$ cat config.mk
export PLATFORM = sky130hd
export DESIGN_NAME = event_readout_word_encoder
export DESIGN_NICKNAME = d
export VERILOG_FILES = /design/src/hdl/timestamp_counter.v /design/src/hdl/event_readout_word_encoder.v
export VERILOG_INCLUDE_DIRS = /design/src /design/src/pkg
export SDC_FILE = /design/constraint.sdc
export NUM_CORES = 1
export LEC_CHECK = 0
export ABC_AREA = 1
export ABC_CLOCK_PERIOD_IN_PS = 2400
export BUFFER_PORTS_ARGS = -buffer_cell sky130_fd_sc_hd__buf_4
export CAP_MARGIN = 20
export CORE_UTILIZATION = 36
export CTS_BUF_LIST = sky130_fd_sc_hd__clkbuf_16
export DETAILED_ROUTE_END_ITERATION = 6
export PLACE_DENSITY_LB_ADDON = 0.1
export SYNTH_ARGS = -nofsm -noshare
export SYNTH_HDL_FRONTEND = slang
export SYNTH_SLANG_ARGS = --single-unit
$ cat constraint.sdc
create_clock -name clk -period 2.4 [get_ports clk]
set_input_delay 0 -clock clk [delete_from_list [all_inputs] [get_ports clk]]
set_output_delay 0 -clock clk [all_outputs]
set_load 0.02 [all_outputs]
$ cat src/pkg/event_word_consts.vh
`ifndef EVENT_WORD_CONSTS_VH
`define EVENT_WORD_CONSTS_VH

// Word category and type tags
`define WORD_DEFINING_BIT    31
`define TYPE_TAG_HI          30
`define TYPE_TAG_LO          27
`define TAG_TRIG_TIME        4'h3
`define TAG_WINDOW           4'h4
`define TAG_HIT              4'h8
`define TAG_NO_DATA          4'hE
`define TAG_FILLER           4'hF

// Fixed word images
`define WINDOW_HEAD          8'hA0
`define CONT_HEAD            8'h00
`define NO_DATA_WORD         32'hF000_0000
`define FILLER_WORD          32'hF800_0000

// Hit word field positions
`define HIT_ZERO_BIT         23
`define HIT_CARRIER_BIT      22
`define HIT_CHIP_LO          19
`define HIT_CHAN_LO          12
`define HIT_TICK_LO          3

// Timestamp
`define STAMP_WIDTH          48
`define STAMP_HALF           24
`define STAMP_RESET          48'h0000_0000_0000

// Readout alignment: 1 means pad to 2 words, 3 means pad to 4 words
`define ALIGN_MASK_2         2'h1
`define ALIGN_MASK_4         2'h3

`endif

$ cat src/hdl/timestamp_counter.v
`timescale 1ns/1ps
`include "event_word_consts.vh"

module timestamp_counter #(
   parameter WIDTH = `STAMP_WIDTH
) (
   input  wire             clk,
   input  wire             reset_n,
   output wire [WIDTH-1:0] count
);

   reg [WIDTH-1:0] count_reg;

   // Cleared under reset, counts from zero after release
   always @(posedge clk or negedge reset_n) begin
      if (!reset_n) begin
         count_reg <= {WIDTH{1'b0}};
      end else begin
         count_reg <= count_reg + {{(WIDTH-1){1'b0}}, 1'b1};
      end
   end

   assign count = count_reg;

endmodule // timestamp_counter

$ cat src/hdl/event_readout_word_encoder.v
`timescale 1ns/1ps
`include "event_word_consts.vh"

module event_readout_word_encoder #(
   parameter TICK_WIDTH = 8,
   parameter CHIP_WIDTH = 3,
   parameter CHAN_WIDTH = 7,
   parameter AMP_WIDTH  = 3
) (
   input  wire                  clk,
   input  wire                  reset_n,
   // Event start: trigger with its window, a level taken only while idle
   input  wire                  trigger_valid,
   input  wire [TICK_WIDTH-1:0] window_open_tick,
   input  wire [TICK_WIDTH-1:0] window_close_tick,
   // Hit stream from event builder
   input  wire                  hit_valid,
   input  wire                  hit_last,
   input  wire                  carrier_select,
   input  wire [CHIP_WIDTH-1:0] frontend_chip_number,
   input  wire [CHAN_WIDTH-1:0] channel_index,
   input  wire [TICK_WIDTH-1:0] hit_crossing_tick,
   input  wire [AMP_WIDTH-1:0]  hit_amplitude,
   // Readout side
   input  wire                  block_end,
   input  wire                  align_four,
   input  wire                  read_req,
   output reg                   event_busy,
   output reg                   word_valid,
   output reg  [31:0]           word_data,
   output reg                   word_is_filler
);

   localparam ST_IDLE  = 3'd0;
   localparam ST_TIME1 = 3'd1;
   localparam ST_TIME2 = 3'd2;
   localparam ST_WIN   = 3'd3;
   localparam ST_HITS  = 3'd4;
   localparam ST_PAD   = 3'd5;

   wire [`STAMP_WIDTH-1:0] stamp;

   reg  [2:0]              state_reg;
   reg  [2:0]              state_next;
   reg  [`STAMP_WIDTH-1:0] stamp_reg;
   reg  [TICK_WIDTH-1:0]   open_reg;
   reg  [TICK_WIDTH-1:0]   close_reg;
   reg  [1:0]              count_reg;
   reg  [1:0]              align_reg;
   reg  [31:0]             word_next;
   reg                     valid_next;
   reg                     filler_next;
   reg  [31:0]             hit_word;
   wire [1:0]              align_mask;
   reg  [31:0]             time_hi_word;
   reg  [31:0]             time_lo_word;
   reg  [31:0]             window_word;
   reg  [31:0]             no_data_word;
   reg  [31:0]             filler_word;
   wire                    event_start;
   wire                    block_aligned;
   wire                    pad_needed;
   wire                    pad_start;
   wire                    block_close;
   wire                    pad_done;

   timestamp_counter #(
      .WIDTH (`STAMP_WIDTH)
   ) u_stamp (
      .clk     (clk),
      .reset_n (reset_n),
      .count   (stamp)
   );

   assign align_mask = align_four ? `ALIGN_MASK_4 : `ALIGN_MASK_2;

   // Pad decision uses the modulus asked for with this block end
   assign event_start   = (state_reg == ST_IDLE) && trigger_valid;
   assign block_aligned = ((count_reg & align_mask) == 2'b00);
   assign pad_needed    = block_end && !block_aligned;
   assign pad_start     = (state_reg == ST_IDLE) && !trigger_valid
                          && pad_needed;
   assign block_close   = (state_reg == ST_IDLE) && !trigger_valid
                          && block_end && block_aligned;
   assign pad_done      = (state_reg == ST_PAD) && (state_next == ST_IDLE);

   // Trigger time pair, window and status word images
   always @* begin
      time_hi_word = 32'h0000_0000;
      time_hi_word[`WORD_DEFINING_BIT] = 1'b1;
      time_hi_word[`TYPE_TAG_HI:`TYPE_TAG_LO] = `TAG_TRIG_TIME;
      time_hi_word[`STAMP_HALF-1:0] =
         stamp_reg[`STAMP_WIDTH-1:`STAMP_HALF];
      time_lo_word = 32'h0000_0000;
      time_lo_word[31:24] = `CONT_HEAD;
      time_lo_word[`STAMP_HALF-1:0] = stamp_reg[`STAMP_HALF-1:0];
      window_word = 32'h0000_0000;
      window_word[31:24] = `WINDOW_HEAD;
      // Open tick inclusive, close tick exclusive
      window_word[23:16] = close_reg;
      window_word[7:0] = open_reg;
      no_data_word = 32'h0000_0000;
      no_data_word[`WORD_DEFINING_BIT] = 1'b1;
      no_data_word[`TYPE_TAG_HI:`TYPE_TAG_LO] = `TAG_NO_DATA;
      filler_word = 32'h0000_0000;
      filler_word[`WORD_DEFINING_BIT] = 1'b1;
      filler_word[`TYPE_TAG_HI:`TYPE_TAG_LO] = `TAG_FILLER;
   end

   // Hit word image
   always @* begin
      hit_word = 32'h0000_0000;
      hit_word[`WORD_DEFINING_BIT] = 1'b1;
      hit_word[`TYPE_TAG_HI:`TYPE_TAG_LO] = `TAG_HIT;
      hit_word[`HIT_ZERO_BIT] = 1'b0;
      hit_word[`HIT_CARRIER_BIT] = carrier_select;
      hit_word[`HIT_CHIP_LO +: CHIP_WIDTH] = frontend_chip_number;
      hit_word[`HIT_CHAN_LO +: CHAN_WIDTH] = channel_index;
      hit_word[`HIT_TICK_LO +: TICK_WIDTH] = hit_crossing_tick;
      hit_word[AMP_WIDTH-1:0] = hit_amplitude;
   end

   // Word sequencing
   always @* begin
      state_next  = state_reg;
      word_next   = word_data;
      valid_next  = 1'b0;
      filler_next = 1'b0;
      case (state_reg)
         ST_IDLE: begin
            if (trigger_valid) begin
               state_next = ST_TIME1;
            end else if (pad_needed) begin
               state_next = ST_PAD;
            end else if (read_req) begin
               // Single read, nothing built; no register space here
               word_next  = no_data_word;
               valid_next = 1'b1;
            end
         end
         ST_TIME1: begin
            word_next  = time_hi_word;
            valid_next = 1'b1;
            state_next = ST_TIME2;
         end
         ST_TIME2: begin
            word_next  = time_lo_word;
            valid_next = 1'b1;
            state_next = ST_WIN;
         end
         ST_WIN: begin
            word_next  = window_word;
            valid_next = 1'b1;
            state_next = ST_HITS;
         end
         ST_HITS: begin
            // One word per clock keeps the full readout rate
            if (hit_valid) begin
               word_next  = hit_word;
               valid_next = 1'b1;
               if (hit_last) begin
                  state_next = ST_IDLE;
               end
            end
         end
         ST_PAD: begin
            word_next   = filler_word;
            valid_next  = 1'b1;
            filler_next = 1'b1;
            if (((count_reg + 2'd1) & align_reg) == 2'b00) begin
               state_next = ST_IDLE;
            end
         end
         default: begin
            state_next = ST_IDLE;
         end
      endcase
   end

   // Sequencer state and registered outputs
   always @(posedge clk or negedge reset_n) begin
      if (!reset_n) begin
         state_reg      <= ST_IDLE;
         event_busy     <= 1'b0;
         word_valid     <= 1'b0;
         word_data      <= 32'h0000_0000;
         word_is_filler <= 1'b0;
      end else begin
         state_reg      <= state_next;
         word_valid     <= valid_next;
         word_data      <= word_next;
         word_is_filler <= filler_next;
         event_busy     <= (state_next != ST_IDLE);
      end
   end

   // Stamp and window ticks held from trigger acceptance
   always @(posedge clk or negedge reset_n) begin
      if (!reset_n) begin
         stamp_reg <= `STAMP_RESET;
         open_reg  <= {TICK_WIDTH{1'b0}};
         close_reg <= {TICK_WIDTH{1'b0}};
      end else if (event_start) begin
         stamp_reg <= stamp;
         open_reg  <= window_open_tick;
         close_reg <= window_close_tick;
      end
   end

   // Pad modulus kept for the whole pad run
   always @(posedge clk or negedge reset_n) begin
      if (!reset_n) begin
         align_reg <= `ALIGN_MASK_2;
      end else if (pad_start) begin
         align_reg <= align_mask;
      end
   end

   // Block word count; no-data words stand outside blocks
   always @(posedge clk or negedge reset_n) begin
      if (!reset_n) begin
         count_reg <= 2'b00;
      end else if (pad_done || block_close) begin
         count_reg <= 2'b00;
      end else if (valid_next && state_reg != ST_IDLE) begin
         count_reg <= count_reg + 2'd1;
      end
   end

endmodule // event_readout_word_encoder

==> impl_metrics.yaml, run 1 <==
drt:
  via_per_inst: 4.67
  vias: 5763
  antenna_left: 0
  drtPass1Iterations: 5
  drtIter0Drc: 386
  wirelength_um: 19500
  drc: 0
  avgRoutedWirePerCell_um: 15.8
synthesis:
  synth_seq_cells: 150
  ys_seq_area_share_pct: 53.4
  synth_cell_types: 33
  synth_top_area_cell: "dfrtp_1"
  avgSynthCellArea_um2: 8.40
  netlist_instances: 837
  ys.warnings.count: 0
  synth_top_area_share_pct: 53.4
  syn_area_um2: 7030
  ys_top_cells_by_area: "dfrtp_1 (53%), nand2_1 (14%), xor2_1 (5.0%)"
sta:
  fmax_mhz: 526
  rsz0062_at_grt: "false"
  setup_violations: 0
  final.setup.tns_ns: 0
  worstMarginPinSlew_ns: 0.574
  hold_viol: 0
  post-route-period-util_pct: 79.2
  fin_skew_ns: 0.00761
  post-route-min-period_ns: 1.90
  slew_violations: 0
  fin_ws_ns: 0.499
  max_slew_margin_pct: 61.6
worst_setup_path:
  critical_path_class: "reg -> reg"
  reg2reg_to: "u_stamp.count[32]$_DFF_PN0_"
  critPathMaxFanout: 5
  r2r_slack_ns: 0.50
  arrival_ns: 2.20
  worstRegToRegCells: 7
  end_kind: "register"
  timing.rr.start: "u_stamp.count[0]$_DFF_PN0_"
  startpoint_type: "register"
  cp.required_ns: 2.70
grt:
  grt_overflow: 0
  antenna_found_initial: 0
  grt_pass1_vias: 5910
  grt_pass1_wl_um: 31700
  grt_util_all_layers_pct: 20.8
  grt_max_degree: 59
layout:
  fillers: 1892
  antenna_cells: 0
  finalInstanceArea_um2: 8920
  layout.nets: 1009
  drive_gt1_share_pct: 15.3
  syn2layout_area_growth_pct: 27.0
floorplan:
  io_pins: 81
  initial_core_util_pct: 37.2
  die_h_um: 142
  fp-row-count: 50
  core_area_um2: 18900
  die_area_um2: 20100
  die_w_um: 142
cts:
  cts.sinks: 150
  clk_latency_ns: 0.42
  cts_tree: "built"
  cts_root_buf: "clkbuf_16"
  htreeDepth: 4
  cts_setup_buffers: 0
  path_clk_slew_ns: 0.06
  cts_made_buffers: 17
  cts_hold_buffers: 43
  clockBufferDepth: 2
  ctsResizeCount: 0
placement:
  dp_slack_ns: 0.524
  placed_area_um2: 7880
  portBuffers: 77
  globalplace.congestion: 0.932
  hpwl_um: 14600
min_path:
  hp-class: "in -> async"
pwr:
  power_leakage_nw: 4.12
  ir_drop_mv: 0.482
  p_per_area_nw_per_um2: 937
flow_run:
  drv_cap: 0
outcome:
  status: "finished clean"
==> where the power goes <==
part	switching, mW	internal, mW	leakage, nW
Sequential	0.238	2.95	1.98
Combinational	1.51	0.861	1.83
Clock	1.08	1.73	0.305
Total	2.82	5.54	4.12
==> worst max-delay path by stage <==
stage / startpoint / endpoint / slack [ns] / depth (start not counted)
after global routing: u_stamp.count[0]$_DFF_PN0_ / u_stamp.count[32]$_DFF_PN0_ / 0.38 / 7
after global placement: u_stamp.count[31]$_DFF_PN0_ / u_stamp.count[35]$_DFF_PN0_ / 0.59 / 6
after CTS: u_stamp.count[0]$_DFF_PN0_ / u_stamp.count[32]$_DFF_PN0_ / 0.51 / 7
after detailed placement: u_stamp.count[0]$_DFF_PN0_ / u_stamp.count[32]$_DFF_PN0_ / 0.52 / 7
after floorplan: u_stamp.count[0]$_DFF_PN0_ / u_stamp.count[16]$_DFF_PN0_ / 0.80 / 7
final: u_stamp.count[0]$_DFF_PN0_ / u_stamp.count[32]$_DFF_PN0_ / 0.50 / 7
==> synthesized netlist by cell type <==
cell / number
inv_4: 1
nand2_1: 269
xnor2_1: 1
buf_2: 6
o22ai_1: 1
buf_4: 12
ha_1: 1
nand3_2: 1
o211ai_1: 1
xor2_1: 40
buf_6: 3
nor3_1: 29
nor2_2: 5
o21ai_2: 2
nor2_1: 68
dfrtp_1: 150
nand4_1: 13
a22o_1: 2
o21a_1: 1
nor3_4: 2
mux2_1: 2
clkbuf_1: 5
a21oi_1: 17
inv_2: 7
nand2_4: 1
inv_1: 75
mux2_2: 9
nand3b_1: 2
o21ai_0: 59
conb_1: 1
nand3_1: 39
nand2_2: 4
o21ai_1: 8
==> cell type report <==
type	count	area (um^2)	share of cell area (%)
Tap cell	260	325	3.65
Multi-Input combinational cell	580	2800	31.3
Timing Repair Buffer	130	1120	12.6
Clock buffer	17	425	4.77
Inverter	83	314	3.52
Sequential cell	150	3750	42.1
Clock inverter	15	186	2.09
==> critical path: stages, from the launching register on <==
cell,delay (ns)
dfrtp_1,0.43
ha_1,0.29
nand3_1,0.22
nor2_2,0.25
inv_1,0.11
nor2_2,0.20
nand3b_1,0.13
xor2_1,0.16
==> layout by cell type, fill, tap and decap left out, drive strengths merged, types with 2 or more instances in the layout <==
| cell type | count |
|---|---|
| xor2 | 40 |
| a21oi | 17 |
| bufinv | 4 |
| dlygate4sd3 | 43 |
| a22o | 2 |
| o21ai | 69 |
| inv | 85 |
| mux2 | 11 |
| dfrtp | 150 |
| nor2 | 73 |
| clkbuf | 17 |
| conb | 3 |
| buf | 87 |
| clkinv | 8 |
| nor3 | 31 |
| nand2 | 274 |
| nand3b | 2 |
| nand3 | 40 |
| nand4 | 13 |
==> through the flow <==
step | utilization, % | power [mW] | hold slack (ns) | instances
2_1_floorplan | - | 4.83 | -0.296 | 839
3_3_place_gp | 41.7 | 5.54 | -0.112 | 1160
3_5_place_dp | 41.7 | 5.57 | -0.114 | 1160
4_1_cts | 47.2 | 8.44 | 0.0123 | 1235
5_1_grt | 47.2 | 8.85 | 0.0243 | 1235
6_report | 47.2 | 8.36 | 0.0107 | 1235
==> metal layers <==
| metal | share of wire [%] | global-route usage (%) | wire (um) | vias up |
|---|---|---|---|---|
| li1 | - | - | - | 2903 |
| met1 | 49 | 28.7 | 9520 | 2709 |
| met2 | 46 | 32.9 | 8880 | 129 |
| met3 | 4.1 | 4.29 | 800 | 22 |
| met4 | 1.5 | 6.11 | 284 | 0 |
| met5 | 0 | 0 | 0 | - |
==> cells by family (layout without fill, tap and decap cells) <==
family,after synthesis,after routing,share of synthesized area [%]
and+or+nand+nor,433,433,25.8
DFF,150,150,53.4
buffers and inverters,109,245,6.93
AOI/OAI and AO/OA,91,91,6.78
xor gates and xnor gates,41,41,5.11
muxes,11,11,1.76
adders and majority gates,1,1,0.178
other,1,3,0.0534
Note: power is estimated with default switching activity, not from simulation.
==> run 2: changes to the inputs <==
- ABC_CLOCK_PERIOD_IN_PS: 2400 -> 1900
- clock period: 2.4 -> 1.9 ns (I/O delays scaled with it)
==> run 2 against run 1 <==
Net effect:
- sequential share of layout area shrank 0.46 points
- critical path depth stayed put
- sequential power up 25%
- via count is 1.1% higher
- maximum frequency up 8.0%
- count of clock-buffer cells in the layout stayed put
- setup slack got worse by 0.36 ns
- clock power is 17% higher
- sequential cell count is the same
- die area did not move
- global-route usage rose by 0.35 points
- register-to-register slack worse by 0.36 ns
- critical path type unchanged
- highest routed layer unchanged
==> impl_metrics.yaml, run 2 (synthesis results as in run 1) <==
layout:
  final_common_cell: "nand2_1"
  syn2layout_area_growth_pct: 28.4
  fillers: 1911
  antenna_cells: 0
  drive_gt1_share_pct: 17.0
  layout.nets: 1025
  layout_common_cells: "nand2_1 (269), dfrtp_1 (150), buf_4 (98), inv_1 (75), nor2_1 (68)"
cts:
  cts_made_buffers: 17
  clk_latency_ns: 0.43
  clockBufferDepth: 2
  path_clk_slew_ns: 0.06
  cts_tree: "built"
  cts_setup_buffers: 0
  htreeDepth: 4
  cts.sinks: 150
  cts_root_buf: "clkbuf_16"
drt:
  wirelength_um: 19900
  drtIter0Drc: 349
  vias: 5824
  drc: 0
  antenna_left: 0
  drtPass1Iterations: 5
  avgRoutedWirePerCell_um: 15.9
  via_per_inst: 4.66
grt:
  gr-usage-met1_pct: 29.5
  grt_pass1_wl_um: 31900
  grt_pass1_vias: 5869
  grt_max_degree: 59
  grt_util_met3_pct: 3.41
  grt_overflow: 0
  top_usage_layer: "met2"
  grt_util_all_layers_pct: 21.2
  grt_use_met2_pct: 33.8
  antenna_found_initial: 0
outcome:
  status: "finished clean"
pwr:
  ir_drop_mv: 0.767
  power_leakage_nw: 4.15
  p_per_area_nw_per_um2: 1150
sta:
  post-route-min-period_ns: 1.76
  final.setup.tns_ns: 0
  whs_ns: 0.0307
  fmax_mhz: 568
  hold_viol: 0
  post-route-period-util_pct: 92.7
  setup_violations: 0
  rsz0062_at_grt: "false"
  slew_violations: 0
  fin_skew_ns: 0.00801
worst_setup_path:
  critPathMaxFanout: 5
  end_kind: "register"
  cp.required_ns: 2.20
  arrival_ns: 2.06
  startpoint_type: "register"
  critical_path_class: "reg -> reg"
floorplan:
  die_area_um2: 20100
  initial_core_util_pct: 37.2
  die_w_um: 142
  die_h_um: 142
  core_area_um2: 18900
  fp-row-count: 50
  io_pins: 81
placement:
  hpwl_um: 15000
  globalplace.congestion: 0.925
  portBuffers: 77
flow_run:
  drv_cap: 0
min_path:
  hp-class: "in -> reg"
run 2: per-layer routing:
layer	up-vias	part of all wire (%)
li1	2935	-
met5	-	0
met2	109	46
met4	0	1.6
met3	24	3.0
met1	2756	49
run 2: area by class of cell:
cell class,instances,area (um^2),area share [%]
flip-flops and latches,150,3750,41.6
multi-input cells,580,2810,31.2
repair buffers,146,1250,13.8
clock buffers,17,425,4.71
well taps,260,325,3.61
inverters,83,314,3.48
clock inverters,15,146,1.62
run 2: where the power goes:
group	internal [mW]	leakage, nW	switching (mW)
Clock	1.83	0.269	1.44
Sequential	3.72	1.98	0.264
Combinational	1.14	1.90	1.97
run 2: final timing paths:
check / start / end / slack, ns / depth (start not counted)
worst max-delay path: u_stamp.count[0]$_DFF_PN0_ / u_stamp.count[16]$_DFF_PN0_ / 0.14 / 7
worst min-delay path: hit_last / state_reg[2]$_DFF_PN0_ / 0.03 / 6
worst max register to register: u_stamp.count[0]$_DFF_PN0_ / u_stamp.count[16]$_DFF_PN0_ / 0.14 / 7
worst min register to register: word_data[2]$_DFFE_PN0P_ / word_data[2]$_DFFE_PN0P_ / 0.47 / 2
max in group asynchronous: reset_n / u_stamp.count[18]$_DFF_PN0_ / 1.19 / 3
min in group asynchronous: reset_n / word_data[29]$_DFFE_PN0P_ / 0.06 / 2
run 2: timing repair:
action	4_1_cts	5_1_grt
endpoints found under the setup margin	0	2
hold endpoints to repair	191	0
hold buffers	44	0
resized for setup	0	3
run 2: worst max-delay path, cell delays in order, from the launching register on:
cell and delay [ns]:
dfrtp_1 0.45, ha_2 0.27, nand3_1 0.22, nor2_2 0.16
inv_1 0.08, nor2_2 0.20, nand3_1 0.12, xor2_1 0.15
run 2: metrics by stage:
stage	setup slack [ns]	cell area (um^2)	util, %	power (mW)	std cells
finish	0.139	9020	47.8	10.4	1251
global placement	0.188	8000	42.3	7.07	1175
detailed placement	0.158	8000	42.3	7.10	1175
CTS	0.0806	9010	47.7	10.5	1251
floorplan	0.305	7040	-	6.10	839
global route	0.00287	9020	47.8	11.0	1251
==> run 3: changes to the inputs <==
- CTS_BUF_LIST: sky130_fd_sc_hd__clkbuf_16 -> default
- PLACE_DENSITY: default -> 0.51
- PLACE_DENSITY_LB_ADDON: 0.1 -> default
==> run 3 against run 2 <==
Net effect:
- combinational power decreased by 2%
- clock power increased by 4%
- clock skew decreased by 0.00082 ns
- core utilization about the same
- non-clock buffer count unchanged
- sequential cell count unchanged
- register-to-register slack about the same
- design area about the same
- sequential power about the same
- die area unchanged
- via count increased by 0.10%
- critical endpoint is now u_stamp.count[40]$_DFF_PN0_
- largest cell class unchanged
==> impl_metrics.yaml, run 3 (synthesis results as in run 1) <==
drt:
  wl_met2_um: 9120
  wl_met3_um: 688
  avgRoutedWirePerCell_um: 15.7
  wl_met1_um: 9530
  drc: 0
  vias: 5830
  via_per_inst: 4.66
  drtIter0Drc: 413
  antenna_left: 0
  wirelength_um: 19600
  highest_layer: "met4"
  drtPass1Iterations: 6
grt:
  grt_util_all_layers_pct: 21.0
  grt_overflow: 0
  grt_pass1_vias: 5825
  grt_max_degree: 48
  antenna_found_initial: 0
  grt_pass1_wl_um: 31800
floorplan:
  core_area_um2: 18900
  io_pins: 81
  die_h_um: 142
  die_area_um2: 20100
  fp-row-count: 50
  initial_core_util_pct: 37.2
  die_w_um: 142
cts:
  cts_tree: "built"
  cts_made_buffers: 17
  htreeDepth: 4
  cts.sinks: 150
  clockBufferDepth: 2
  cts_setup_buffers: 0
  clk_latency_ns: 0.43
  path_clk_slew_ns: 0.06
  cts_root_buf: "clkbuf_16"
placement:
  portBuffers: 77
  globalplace.congestion: 0.915
  hpwl_um: 14900
sta:
  fin_skew_ns: 0.00719
  post-route-period-util_pct: 92.3
  slew_violations: 0
  final.setup.tns_ns: 0
  rsz0062_at_grt: "false"
  setup_violations: 0
  fmax_mhz: 570
  hold_viol: 0
  post-route-min-period_ns: 1.75
worst_setup_path:
  end_kind: "register"
  arrival_ns: 2.06
  critPathMaxFanout: 5
  startpoint_type: "register"
  path_cells: "ha_2 -> nand3_1 -> nor2_2 -> inv_1 -> nor2_2 -> nand3_1 -> xor2_1"
  r2r_slack_ns: 0.15
  critical-path-max-stage-delay_ns: 0.43
  cp.required_ns: 2.21
  critical_path_class: "reg -> reg"
  cp_slowest_cell: "dfrtp_1"
min_path:
  hp-class: "in -> reg"
layout:
  final_common_cell: "nand2_1"
  layout_common_cells: "nand2_1 (269), dfrtp_1 (150), buf_4 (99), inv_1 (75), nor2_1 (68)"
  syn2layout_area_growth_pct: 28.4
  antenna_cells: 0
  layout.nets: 1025
  drive_gt1_share_pct: 17.0
pwr:
  power_mw: 10.4
  power_leakage_nw: 4.16
  p_per_area_nw_per_um2: 1160
  ir_drop_mv: 0.616
flow_run:
  drv_cap: 0
outcome:
  status: "finished clean"
run 3: layout make-up:
cell class                 instances  area, um^2
inverter                          83         314
tap                              260         325
timing repair buffer             146        1230
clock inverter                    15         171
clock buffer                      17         425
fill                            1893        9870
sequential                       150        3750
multi-input combinational        580        2800
run 3: path summary, 6_finish.rpt:
check                                            start                           to  depth (start not counted)
min                                           hit_last       state_reg[2]$_DFF_PN0_                          6
min in group asynchronous                      reset_n     word_is_filler$_DFF_PN0_                          2
max in group asynchronous                      reset_n  u_stamp.count[38]$_DFF_PN0_                          3
min reg2reg                u_stamp.count[13]$_DFF_PN0_  u_stamp.count[13]$_DFF_PN0_                          1
max                         u_stamp.count[0]$_DFF_PN0_  u_stamp.count[40]$_DFF_PN0_                          7
max reg2reg                 u_stamp.count[0]$_DFF_PN0_  u_stamp.count[40]$_DFF_PN0_                          7
run 3: metal layers:
| metal | track usage (%) | vias to the layer above |
|---|---|---|
| met2 | 33.4 | 99 |
| met4 | 6.40 | 0 |
| met3 | 3.34 | 20 |
| met1 | 29.4 | 2766 |
| li1 | - | 2945 |
| met5 | 0 | - |
run 3: where the power goes:
part / leakage [nW] / switching (mW) / internal (mW)
Combinational: 1.90 / 1.93 / 1.12
Sequential: 1.98 / 0.257 / 3.72
Clock: 0.279 / 1.45 / 1.96
run 3: worst max-delay path, delay by kind of cell (launching register included):
| kind | cells | cell delay [ns] |
|---|---|---|
| xor+xnor | 1 | 0.15 |
| flops | 1 | 0.43 |
| simple gates | 4 | 0.72 |
| fa+ha+maj | 1 | 0.26 |
| buf+inv | 1 | 0.08 |
run 3: metrics by stage:
stage	setup slack [ns]	area [um^2]	cells	hold slack [ns]	utilization, %
floorplan	0.305	7040	839	-0.296	-
global placement	0.207	7980	1175	-0.0320	42.3
detailed placement	0.139	7980	1175	-0.0297	42.3
CTS	0.0734	9020	1251	0.0269	47.7
global route	0.0128	9030	1251	0.0805	47.8
finish	0.145	9030	1251	0.0401	47.8
run 3: timing repair:
action	in CTS	in global routing
gates resized for setup	0	2
setup endpoints to repair	0	2
hold buffers	44	0
endpoints found under the hold margin	191	0
